<file path="config.mk">
export PLATFORM = sky130hd
export DESIGN_NAME = cnsc_strap_config
export DESIGN_NICKNAME = d
export VERILOG_FILES = /design/src/cnsc_pkg.sv /design/src/cnsc_strap_config.sv
export SDC_FILE = /design/constraint.sdc
export NUM_CORES = 1
export LEC_CHECK = 0
export ABC_AREA = 1
export BUFFER_PORTS_ARGS = -buffer_cell sky130_fd_sc_hd__buf_2
export CORE_ASPECT_RATIO = 1.2
export CORE_MARGIN = 1
export CORE_UTILIZATION = 45
export CTS_BUF_LIST = sky130_fd_sc_hd__clkbuf_4 sky130_fd_sc_hd__clkbuf_8
export DETAILED_ROUTE_END_ITERATION = 8
export PLACE_DENSITY = 0.77
export SYNTH_ARGS = -nofsm -noshare
export SYNTH_HDL_FRONTEND = slang
export SYNTH_SLANG_ARGS = --single-unit
</file>
<file path="constraint.sdc">
create_clock -name aclk -period 1.4 [get_ports aclk]
set_input_delay 0.28 -clock aclk [delete_from_list [all_inputs] [get_ports aclk]]
set_output_delay 0.28 -clock aclk [all_outputs]
set_load 0.02 [all_outputs]
</file>
<file path="src/cnsc_pkg.sv">
// Purpose: Shared constants and types for the CAN node strap decoder
// Assumes: 32-bit AXI4-Lite register access, one aligned word per register
// Notes:   Register map offsets are byte addresses
package cnsc_pkg;

	localparam logic [3:0] CNSC_OFS_NODE   = 4'h0;
	localparam logic [3:0] CNSC_OFS_PROTO  = 4'h4;
	localparam logic [3:0] CNSC_OFS_CTRL   = 4'h8;
	localparam logic [3:0] CNSC_OFS_STATUS = 4'hC;

	localparam logic [1:0] CNSC_RESP_OKAY   = 2'h0;
	localparam logic [1:0] CNSC_RESP_SLVERR = 2'h2;

	localparam logic [4:0] CNSC_NODE_RST    = 5'h00;
	localparam logic [1:0] CNSC_RATE_RST    = 2'h0;
	localparam logic [4:0] CNSC_PRIO_TOP    = 5'h1F;
	localparam logic [2:0] CNSC_SETTLE_CYC  = 3'h3;

	typedef enum logic [1:0] {
		CNSC_RATE_1000K = 2'b11,
		CNSC_RATE_800K  = 2'b10,
		CNSC_RATE_500K  = 2'b01,
		CNSC_RATE_250K  = 2'b00
	} cnsc_rate_e;

	typedef enum logic [1:0] {
		CNSC_ST_SETTLE = 2'b00,
		CNSC_ST_LOAD   = 2'b01,
		CNSC_ST_HOLD   = 2'b10
	} cnsc_state_e;

	typedef struct packed {
		logic [3:0] rotary;
		logic       proto_open;
		logic       rate_a;
		logic       rate_b;
		logic       bank_hi;
	} cnsc_strap_s;

	typedef struct packed {
		logic [4:0] node_pos;
		logic [4:0] priority_rank;
		logic       proto_open;
		cnsc_rate_e bitrate_select;
	} cnsc_cfg_s;

	// Switch two off with three on is the 800 kHz setting, not a plain bit copy
	function automatic cnsc_rate_e cnsc_rate_decode(input logic sw2, input logic sw3);
		cnsc_rate_e r;
		case ({sw2, sw3})
			2'b11: begin
				r = CNSC_RATE_1000K;
			end
			2'b01: begin
				r = CNSC_RATE_800K;
			end
			2'b10: begin
				r = CNSC_RATE_500K;
			end
			default: begin
				r = CNSC_RATE_250K;
			end
		endcase
		return r;
	endfunction

endpackage

</file>
<file path="src/cnsc_strap_config.sv">
// Purpose: Capture node position, protocol and bit rate from panel switches at reset
// Assumes: Switch inputs are asynchronous; aresetn is synchronous active low
// Notes:   Overview list below; registers reachable over AXI4-Lite
//
// Overview of operation
// - The low four node-position bits come from the sixteen-position rotary switch.
// - The bank switch is the fifth position bit, giving 0-15 when off and 16-31 when on.
// - A new node position takes effect only after a module reset.
// - A lower node position gives a higher arbitration priority.
// - DIP switch one selects the proprietary variant when off and CANopen when on.
// - Switches two and three pick 1000, 800, 500 or 250 kHz in CANopen mode.
// - All CANopen nodes, master included, must run the same bit rate.
// - A changed bit rate takes effect only after a module reset.
//
// The implementer's own choices: the placing of the registers and the AXI4-Lite interface to the registers.
`timescale 1ns/1ns
module cnsc_strap_config
	import cnsc_pkg::*;
(
	input  wire logic        aclk,
	input  wire logic        aresetn,
	input  wire logic [3:0]  rotary_sw,
	input  wire logic        bank_sw,
	input  wire logic        proto_sw,
	input  wire logic        rate_sw2,
	input  wire logic        rate_sw3,
	input  wire logic [3:0]  s_axi_awaddr,
	input  wire logic        s_axi_awvalid,
	output logic             s_axi_awready,
	input  wire logic [31:0] s_axi_wdata,
	input  wire logic [3:0]  s_axi_wstrb,
	input  wire logic        s_axi_wvalid,
	output logic             s_axi_wready,
	output logic [1:0]       s_axi_bresp,
	output logic             s_axi_bvalid,
	input  wire logic        s_axi_bready,
	input  wire logic [3:0]  s_axi_araddr,
	input  wire logic        s_axi_arvalid,
	output logic             s_axi_arready,
	output logic [31:0]      s_axi_rdata,
	output logic [1:0]       s_axi_rresp,
	output logic             s_axi_rvalid,
	input  wire logic        s_axi_rready,
	output cnsc_cfg_s        cfg_out,
	output logic             cfg_valid
);

	cnsc_strap_s s1_ff, s2_ff, s3_ff;
	cnsc_strap_s raw;
	cnsc_state_e st_ff, nxt_st;
	logic [2:0]  cnt_ff, nxt_cnt;
	cnsc_cfg_s   cfg_ff, nxt_cfg;
	logic        vld_ff, nxt_vld;
	logic        rate_ok_ff, nxt_rate_ok;
	logic        awrdy_ff, nxt_awrdy, wrdy_ff, nxt_wrdy, arrdy_ff, nxt_arrdy;

	// Bus state
	logic        aw_ff, nxt_aw, w_ff, nxt_w, bv_ff, nxt_bv, rv_ff, nxt_rv;
	logic [3:0]  awa_ff, nxt_awa;
	logic [31:0] wd_ff, nxt_wd, rd_ff, nxt_rd;
	logic [1:0]  br_ff, nxt_br, rr_ff, nxt_rr;

	assign raw = '{rotary: rotary_sw, proto_open: proto_sw, rate_a: rate_sw2,
		rate_b: rate_sw3, bank_hi: bank_sw};

	// Three-stage synchroniser; only s2/s3 are compared
	always_ff @(posedge aclk) begin
		s1_ff <= raw;
		s2_ff <= s1_ff;
		s3_ff <= s2_ff;
	end

	// Straps must read stable for several cycles, so a bouncing switch at release is not caught
	always_comb begin
		nxt_st  = st_ff;
		nxt_cnt = cnt_ff;
		nxt_cfg = cfg_ff;
		nxt_vld = vld_ff;
		case (st_ff)
			CNSC_ST_SETTLE: begin
				if (s2_ff != s3_ff) begin
					nxt_cnt = 3'h0;
				end else if (cnt_ff == CNSC_SETTLE_CYC) begin
					nxt_st = CNSC_ST_LOAD;
				end else begin
					nxt_cnt = cnt_ff + 3'h1;
				end
			end
			CNSC_ST_LOAD: begin
				nxt_cfg.node_pos       = {s3_ff.bank_hi, s3_ff.rotary};
				nxt_cfg.priority_rank  = CNSC_PRIO_TOP - {s3_ff.bank_hi, s3_ff.rotary};
				nxt_cfg.proto_open     = s3_ff.proto_open;
				nxt_cfg.bitrate_select = cnsc_rate_decode(s3_ff.rate_a, s3_ff.rate_b);
				nxt_vld = 1'b1;
				nxt_st  = CNSC_ST_HOLD;
			end
			CNSC_ST_HOLD: begin
				nxt_st = CNSC_ST_HOLD;
			end
			default: begin
				nxt_st = CNSC_ST_SETTLE;
			end
		endcase
	end

	always_ff @(posedge aclk) begin
		if (!aresetn) begin
			st_ff  <= CNSC_ST_SETTLE;
			cnt_ff <= 3'h0;
			cfg_ff <= '{node_pos: CNSC_NODE_RST, priority_rank: CNSC_PRIO_TOP,
				proto_open: 1'b0, bitrate_select: cnsc_rate_e'(CNSC_RATE_RST)};
			vld_ff <= 1'b0;
		end else begin
			st_ff  <= nxt_st;
			cnt_ff <= nxt_cnt;
			cfg_ff <= nxt_cfg;
			vld_ff <= nxt_vld;
		end
	end

	assign cfg_out   = cfg_ff;
	assign cfg_valid = vld_ff;

	// Software may flag that the master confirmed a matching rate
	always_comb begin
		nxt_aw = aw_ff;
		nxt_awa = awa_ff;
		nxt_w = w_ff;
		nxt_wd = wd_ff;
		nxt_bv = bv_ff;
		nxt_br = br_ff;
		nxt_rv = rv_ff;
		nxt_rd = rd_ff;
		nxt_rr = rr_ff;
		nxt_rate_ok = rate_ok_ff;
		if (s_axi_awvalid && !aw_ff && !bv_ff) begin
			nxt_aw = 1'b1;
			nxt_awa = s_axi_awaddr;
		end
		if (s_axi_wvalid && !w_ff && !bv_ff) begin
			nxt_w = 1'b1;
			nxt_wd = s_axi_wdata;
		end
		if (aw_ff && w_ff) begin
			nxt_aw = 1'b0;
			nxt_w  = 1'b0;
			nxt_bv = 1'b1;
			nxt_br = CNSC_RESP_OKAY;
			case (awa_ff)
				CNSC_OFS_CTRL: begin
					nxt_rate_ok = wd_ff[0];
				end
				CNSC_OFS_NODE, CNSC_OFS_PROTO, CNSC_OFS_STATUS: begin
					nxt_br = CNSC_RESP_OKAY;
				end
				default: begin
					nxt_br = CNSC_RESP_SLVERR;
				end
			endcase
		end
		if (bv_ff && s_axi_bready) begin
			nxt_bv = 1'b0;
		end
		if (s_axi_arvalid && !rv_ff) begin
			nxt_rv = 1'b1;
			nxt_rr = CNSC_RESP_OKAY;
			case (s_axi_araddr)
				CNSC_OFS_NODE:   nxt_rd = {22'h0, cfg_ff.priority_rank, cfg_ff.node_pos};
				CNSC_OFS_PROTO:  nxt_rd = {29'h0, cfg_ff.bitrate_select, cfg_ff.proto_open};
				CNSC_OFS_CTRL:   nxt_rd = {31'h0, rate_ok_ff};
				CNSC_OFS_STATUS: nxt_rd = {30'h0, st_ff == CNSC_ST_SETTLE, vld_ff};
				default: begin
					nxt_rd = 32'h0;
					nxt_rr = CNSC_RESP_SLVERR;
				end
			endcase
		end else if (rv_ff && s_axi_rready) begin
			nxt_rv = 1'b0;
		end
		// Ready taken from next state so the port is a flop with unchanged timing
		nxt_awrdy = !nxt_aw && !nxt_bv;
		nxt_wrdy  = !nxt_w && !nxt_bv;
		nxt_arrdy = !nxt_rv;
	end

	always_ff @(posedge aclk) begin
		if (!aresetn) begin
			aw_ff <= 1'b0;
			awa_ff <= 4'h0;
			w_ff <= 1'b0;
			wd_ff <= 32'h0;
			bv_ff <= 1'b0;
			br_ff <= 2'h0;
			rv_ff <= 1'b0;
			rd_ff <= 32'h0;
			rr_ff <= 2'h0;
			rate_ok_ff <= 1'b0;
			awrdy_ff <= 1'b1;
			wrdy_ff <= 1'b1;
			arrdy_ff <= 1'b1;
		end else begin
			aw_ff <= nxt_aw;
			awa_ff <= nxt_awa;
			w_ff <= nxt_w;
			wd_ff <= nxt_wd;
			bv_ff <= nxt_bv;
			br_ff <= nxt_br;
			rv_ff <= nxt_rv;
			rd_ff <= nxt_rd;
			rr_ff <= nxt_rr;
			rate_ok_ff <= nxt_rate_ok;
			awrdy_ff <= nxt_awrdy;
			wrdy_ff <= nxt_wrdy;
			arrdy_ff <= nxt_arrdy;
		end
	end

	assign s_axi_awready = awrdy_ff;
	assign s_axi_wready  = wrdy_ff;
	assign s_axi_bvalid  = bv_ff;
	assign s_axi_bresp   = br_ff;
	assign s_axi_arready = arrdy_ff;
	assign s_axi_rvalid  = rv_ff;
	assign s_axi_rdata   = rd_ff;
	assign s_axi_rresp   = rr_ff;

	a_node_bits: assert property (@(posedge aclk) disable iff (!aresetn)
		st_ff == CNSC_ST_LOAD |=> cfg_ff.node_pos[3:0] == $past(s3_ff.rotary))
		else $error("node low bits differ from rotary");
	a_bank_bit: assert property (@(posedge aclk) disable iff (!aresetn)
		st_ff == CNSC_ST_LOAD |=> cfg_ff.node_pos[4] == $past(s3_ff.bank_hi))
		else $error("bank bit not in node position");
	a_hold_cfg: assert property (@(posedge aclk) disable iff (!aresetn)
		vld_ff |=> vld_ff && $stable(cfg_ff))
		else $error("config changed without reset");
	a_prio_order: assert property (@(posedge aclk) disable iff (!aresetn)
		vld_ff |-> cfg_ff.priority_rank + cfg_ff.node_pos == CNSC_PRIO_TOP)
		else $error("priority not inverse of position");
	a_proto_sel: assert property (@(posedge aclk) disable iff (!aresetn)
		st_ff == CNSC_ST_LOAD |=> cfg_ff.proto_open == $past(s3_ff.proto_open))
		else $error("protocol select mismatch");
	a_rate_map: assert property (@(posedge aclk) disable iff (!aresetn)
		st_ff == CNSC_ST_LOAD |=> cfg_ff.bitrate_select == ($past(s3_ff.rate_a) ?
		($past(s3_ff.rate_b) ? CNSC_RATE_1000K : CNSC_RATE_500K) :
		($past(s3_ff.rate_b) ? CNSC_RATE_800K : CNSC_RATE_250K)))
		else $error("bit rate decode mismatch");
	a_rate_hold: assert property (@(posedge aclk) disable iff (!aresetn)
		vld_ff ##1 vld_ff |-> $stable(cfg_ff.bitrate_select))
		else $error("bit rate moved after load");
	a_load_once: assert property (@(posedge aclk) disable iff (!aresetn)
		$rose(vld_ff) |-> $past(st_ff) == CNSC_ST_LOAD ##1 st_ff == CNSC_ST_HOLD [*3])
		else $error("load not single or hold left");
	a_rate_ack: assert property (@(posedge aclk) disable iff (!aresetn)
		aw_ff && w_ff && awa_ff == CNSC_OFS_CTRL |=> rate_ok_ff == $past(wd_ff[0]))
		else $error("rate confirm flag not written");

endmodule

</file>
==> out/results.txt, run 1 <==
Gate Count Post-Synth: 299
Avg WL per Cell: 10.2 um
Iteration-0 DRC Markers: 69
final worst slack: 0.163 ns
Cell Pwr Density: 1430 nW/um^2
DRC viols: 0
Clock Tree Root: clkbuf_8
CP max FO: 4
# clock sinks: 68
Critical path origin: s3_ff[6]
hold crit path type: input pin to flop
Overall Global Routing Usage: 0.170
Ports: 114
Layout Cells excl Fill: 430
Synth cell types: 23
Via Count: 1,931
first-pass GRT wire length: 7550 um
antenna violations before repair: 0
Die Y: 83.6 um
final count of pins violating max slew: 0
Reg-to-Reg Start: s3_ff[6]
Mapped Avg Cell Area: 8.35 sq um
Initial Util: 0.471
final setup skew: 0.00663 ns
Setup Total Neg Slack: 0 ns
YS warnings: 0
cell area after layout: 3010 sq um
P_leak: 1.49 nW
Final Hold Viols: 0
cell area after synthesis: 2500 sq um
Port-buffer cells: 54
CP Class: flop to flop
combinational group share of total power: 0.077
via density per instance: 4.49
DP Area: 2760 sq um
Post-Route Utilization: 0.568
CTS tree: done
clock power share: 0.445
Placer Congestion: 0.791
CTS Buf Count: 9
Worst-path clk slew: 0.07 ns
Fmax: 0.808 GHz
peak supply drop: 797 uV
P_int: 3.33 mW
hold buffers post-CTS: 0
status: completed
r2r endpoint: cnt_ff[0]
fin crit period: 1.24 ns
vias in the first global route: 1,792
standard-cell rows: 29
area of the multi-input gates: 892 sq um
layout net count: 426
Flop pwr share: 0.478
HPWL Detailed: 3320 um
Hold WS: 0.0344 ns
flops & latches, synth: 68
Clock Path Buffers: 2
FILL cells: 470
Setup crit end: cnt_ff[0]
Area Overhead vs Synth: 20.6%
NetSw: 982 uW
later-pin clock latency in the skew report: 0.34 ns
CP Data Required Time: 1.64 ns
sequential share of the synthesized area: 0.545
GR Overflow Total: 0
htree depth: 3
Setup WS pre-CTS: 0.160 ns
FF-to-FF setup slack: 0.16 ns
CP arrival: 1.48 ns
max-cap viol count: 0
Total Power: 4.31 mW
register area: 1360 sq um
Die Area: 5850 sq um
Switching Share: 0.228
largest net degree at the start of global routing: 25
unrepaired setup endpoints after global routing: false
Total Wirelength: 4400 um
dpl cells: 414
Setup violations, final: 0
Final Cycle Share: 0.884
total core area: 5300 sq um
postcts setup bufs: 0
# diodes: 0
CP Launch Type: flop
Die X: 70.0 um
Final ANT Viol Nets: 0
Reg2Reg Depth: 8
share of layout cells above drive strength 1: 0.236
Crit. End Element: flop
DR pass1 iterations: 4
-- cell usage in the layout, fill, tap and decap left out --
master      instances
dfxtp_1            68
nand2_1            61
buf_2              54
nor2_1             31
inv_1              28
conb_1             24
a21oi_1            23
o21ai_0            20
nand3_1             9
clkbuf_8            9
inv_2               5
buf_4               5
o21a_1              4
ha_1                4
nand4_1             3
xnor2_1             3
bufinv_16           3
nor2_2              2
nand2_2             2
a211oi_1            1
nor3_2              1
nor2_4              1
nand3_2             1
clkinv_1            1
a21o_1              1
clkinvlp_4          1
clkinv_2            1
inv_6               1
clkbuf_4            1
-- worst min path at each step --
stage / from / end / cells after the start
6_report: rotary_sw[2] / s1_ff[6] / 1
5_1_grt: rotary_sw[0] / s1_ff[4] / 1
4_1_cts: rotary_sw[0] / s1_ff[4] / 1
3_5_place_dp: s1_ff[5] / s2_ff[5] / 0
3_3_place_gp: s1_ff[1] / s2_ff[1] / 0
2_1_floorplan: bank_sw / s1_ff[0] / 0
-- critical path, stage by stage (launching register included) --
cell,delay (ns)
dfxtp_1,0.32
xnor2_1,0.16
nand2_1,0.11
nor2_4,0.13
nand2_2,0.09
nand2_1,0.11
nand3_1,0.09
nand2_1,0.09
nor2_1,0.04
-- power by group through the flow --
stage,Clock [mW],Sequential [mW],Combinational [mW]
finish,1.92,2.06,0.333
global route,2.03,2.07,0.371
CTS,1.96,2.06,0.332
detailed placement,0,2.11,0.329
global placement,0,2.10,0.324
floorplan,0,2.14,0.245
-- area by class of cell --
class                   instances  share of cell area
clock buffers                  10              0.0437
clock inverters                 6              0.0370
inverters                      34              0.0424
multi-input cells             191               0.296
flip-flops and latches         68               0.452
well taps                      62              0.0258
repair buffers                 59               0.102
-- synth_stat cells --
library cell / n / area share
nor2_1: 31 / 0.047
nand3_2: 1 / 0.0040
nand2_1: 61 / 0.092
buf_4: 25 / 0.075
a21oi_1: 23 / 0.046
clkinv_1: 1 / 0.0015
conb_1: 1 / 0.0015
nand4_1: 3 / 0.0075
buf_2: 3 / 0.0060
nor2_2: 3 / 0.0075
a211oi_1: 1 / 0.0030
nand2_2: 2 / 0.0050
inv_2: 5 / 0.0075
nand3_1: 9 / 0.018
nor3_2: 1 / 0.0040
inv_1: 28 / 0.042
buf_1: 1 / 0.0015
o21ai_0: 20 / 0.040
a21o_1: 1 / 0.0030
xnor2_1: 3 / 0.011
o21a_1: 4 / 0.012
dfxtp_1: 68 / 0.55
ha_1: 4 / 0.020
-- flip-flops by register name (all words and copies together) (netlist names), 2 cells and up --
name         count
cfg_out         13
s_axi_rdata     10
s1_ff            8
s2_ff            8
s3_ff            8
awa_ff           4
cnt_ff           3
st_ff            2
-- per-layer routing --
layer | part of all wire | global-route usage | vias to the layer above
li1 | - | - | 1016
met1 | 0.43 | 0.186 | 842
met2 | 0.47 | 0.272 | 62
met3 | 0.064 | 0.0556 | 11
met4 | 0.034 | 0.124 | 0
met5 | 0 | 0 | -
-- cell families (layout without fill, tap and decap cells) --
logic type,Yosys count,count (layout),share of synthesized area
buffers and inverters,63,109,0.134
XOR/XNOR,3,3,0.0105
AO/OA/AOI/OAI,49,49,0.104
AND/OR/NAND/NOR,111,111,0.184
flip-flops,68,68,0.545
adder cells (fa/ha/maj),4,4,0.0201
other,1,24,0.00150
-- timing repair --
action,CTS,global route
endpoints found under the hold margin,0,0
resized for setup,0,1
setup endpoints to repair,0,1
Power figures use the tool's default switching activity.
==> run 2, diff against run 1 <==
--- a/config.mk
+++ b/config.mk
@@ -8,11 +8,12 @@
 export ABC_AREA = 1
 export BUFFER_PORTS_ARGS = -buffer_cell sky130_fd_sc_hd__buf_2
 export CORE_ASPECT_RATIO = 1.2
-export CORE_MARGIN = 1
+export CORE_MARGIN = 2
 export CORE_UTILIZATION = 45
 export CTS_BUF_LIST = sky130_fd_sc_hd__clkbuf_4 sky130_fd_sc_hd__clkbuf_8
 export DETAILED_ROUTE_END_ITERATION = 8
 export PLACE_DENSITY = 0.77
+export REMOVE_ABC_BUFFERS = 1
 export SYNTH_ARGS = -nofsm -noshare
 export SYNTH_HDL_FRONTEND = slang
 export SYNTH_SLANG_ARGS = --single-unit
==> run 2 against run 1 <==
- first-iteration DRC count is 33% higher
- core utilization is 1.0 points lower
- hold slack gained 0.012 ns
- critical endpoint unchanged
- via count up 0.93%
- count of clock-buffer cells in the layout up 2
- sequential cell count stayed put
==> out/results.txt, run 2 (synthesis results as in run 1) <==
status: completed (unchanged)
standard-cell rows: 29 (unchanged)
Via Count: 1,949 (was 1,931)
peak supply drop: 776 uV (was 797 uV)
layout net count: 425 (was 426)
Avg WL per Cell: 10.5 um (was 10.2 um)
via density per instance: 4.54 (was 4.49)
Die Y: 85.6 um (was 83.6 um)
worst path cell trace: inv_1 > nand2_1 > nand2_1 > nand2_1 > nor2_2 > nand2_2 > nand2_1 > nand3_1 > nand2_1 > nor2_1 (was xnor2_1 > nand2_1 > nor2_4 > nand2_2 > nand2_1 > nand3_1 > nand2_1 > nor2_1)
HPWL Detailed: 3300 um (was 3320 um)
Hold WS: 0.0461 ns (was 0.0344 ns)
Die Area: 6160 sq um (was 5850 sq um)
hold path startpoint: rotary_sw[3] (was rotary_sw[2])
CTS Buf Count: 9 (unchanged)
Ports: 114 (unchanged)
Reg-to-Reg Start: s3_ff[1] (was s3_ff[6])
# clock sinks: 68 (unchanged)
critical path's largest stage delay: 0.31 ns (was 0.32 ns)
Cell Pwr Density: 1390 nW/um^2 (was 1430 nW/um^2)
FILL cells: 486 (was 470)
slowest stage cell, crit path: dfxtp_1 (unchanged)
Die X: 72.0 um (was 70.0 um)
hold buffers post-CTS: 0 (unchanged)
most frequent cells in the layout: dfxtp_1, nand2_1, buf_2 (unchanged)
Final ANT Viol Nets: 0 (unchanged)
most common cell after layout, fill and taps aside: dfxtp_1 (unchanged)
postcts setup bufs: 0 (unchanged)
first-pass GRT wire length: 7420 um (was 7550 um)
Setup violations, final: 0 (unchanged)
Clock Tree Root: clkbuf_8 (unchanged)
share of layout cells above drive strength 1: 0.234 (was 0.236)
Clock Path Buffers: 2 (unchanged)
hold crit path type: input pin to flop (unchanged)
CP Launch Type: flop (unchanged)
most used cell, CP: nand2_1 (unchanged)
CP max FO: 4 (unchanged)
P_leak: 1.48 nW (was 1.49 nW)
area of the multi-input gates: 887 sq um (was 892 sq um)
antenna violations before repair: 0 (unchanged)
Overall Global Routing Usage: 0.154 (was 0.170)
CP arrival: 1.45 ns (was 1.48 ns)
final setup skew: 0.0107 ns (was 0.00663 ns)
Critical path origin: s3_ff[1] (was s3_ff[6])
PostCTS Resize Cnt: 0 (unchanged)
max-cap viol count: 0 (unchanged)
Area Overhead vs Synth: 19.1% (was 20.6%)
Setup Total Neg Slack: 0 ns (unchanged)
Port-buffer cells: 54 (unchanged)
unrepaired setup endpoints after global routing: false (unchanged)
Iteration-0 DRC Markers: 92 (was 69)
CP Data Required Time: 1.62 ns (was 1.64 ns)
DR pass1 iterations: 4 (unchanged)
largest net degree at the start of global routing: 25 (unchanged)
# diodes: 0 (unchanged)
CP Class: flop to flop (unchanged)
Crit. End Element: flop (unchanged)
max reg flops: 13 (unchanged)
register area: 1360 sq um (unchanged)
vias in the first global route: 1,737 (was 1,792)
Total Wirelength: 4520 um (was 4400 um)
Buf+Inv Stages, Crit Path: 1 (was 0)
delay-heaviest family, CP: simple AND/OR/NAND/NOR gates (unchanged)
Final Cycle Share: 0.881 (was 0.884)
later-pin clock latency in the skew report: 0.33 ns (was 0.34 ns)
Final Hold Viols: 0 (unchanged)
total core area: 5330 sq um (was 5300 sq um)
GR Overflow Total: 0 (unchanged)
htree depth: 3 (unchanged)
Fmax: 0.811 GHz (was 0.808 GHz)
Placer Congestion: 0.779 (was 0.791)
CTS tree: done (unchanged)
fin crit period: 1.23 ns (was 1.24 ns)
final count of pins violating max slew: 0 (unchanged)
DRC viols: 0 (unchanged)
Worst-path clk slew: 0.07 ns (about the same)
Initial Util: 0.468 (was 0.471)
## run 2: cell count changes in the layout (fill, tap and decap cells not counted), sizes merged
| cell | change |
|---|---|
| buf | -1 |
| bufinv | -1 |
| clkbuf | +2 |
| clkinv | +1 |
| clkinvlp | -1 |
| inv | -1 |
## run 2: area by class of cell
| class | instances | share of cell area |
|---|---|---|
| Tap cell | 62 | 0.0261 |
| Multi-Input combinational cell | 191 | 0.298 |
| Clock buffer | 12 | 0.0492 |
| Timing Repair Buffer | 58 | 0.101 |
| Sequential cell | 68 | 0.458 |
| Clock inverter | 4 | 0.0248 |
| Inverter | 34 | 0.0429 |
## run 2: metrics by stage
stage	std cells	total power, mW	area, sq um	worst slack [ns]	util
2_1_floorplan	293	2.32	2380	0.0356	-
3_3_place_gp	413	2.42	2750	0.188	0.516
3_5_place_dp	413	2.44	2750	0.155	0.516
4_1_cts	429	4.18	2970	0.153	0.558
5_1_grt	429	4.30	2970	0.0451	0.558
6_report	429	4.15	2970	0.167	0.558
## run 2: report_power, final
part / leakage, nW / total (mW) / switching, mW / internal, mW
Clock: 0.115 / 1.75 / 0.690 / 1.06
Sequential: 0.562 / 2.06 / 0.0397 / 2.02
Combinational: 0.801 / 0.329 / 0.228 / 0.101
## run 2: path summary, 6_finish.rpt
check,end,slack [ns],depth (start not counted)
setup reg to reg,cnt_ff[0],0.17,10
hold / removal,s1_ff[7],0.05,1
setup / recovery,cnt_ff[0],0.17,10
hold reg to reg,s2_ff[0],0.33,0
## run 2: routing by layer
metal / wire, um / vias up / global-route usage / share of wire
met5: 0 / - / 0 / 0
met4: 63 / 0 / 0.0875 / 0.014
met3: 203 / 6 / 0.0282 / 0.045
met2: 2260 / 52 / 0.266 / 0.50
met1: 1990 / 878 / 0.176 / 0.44
li1: - / 1013 / - / -
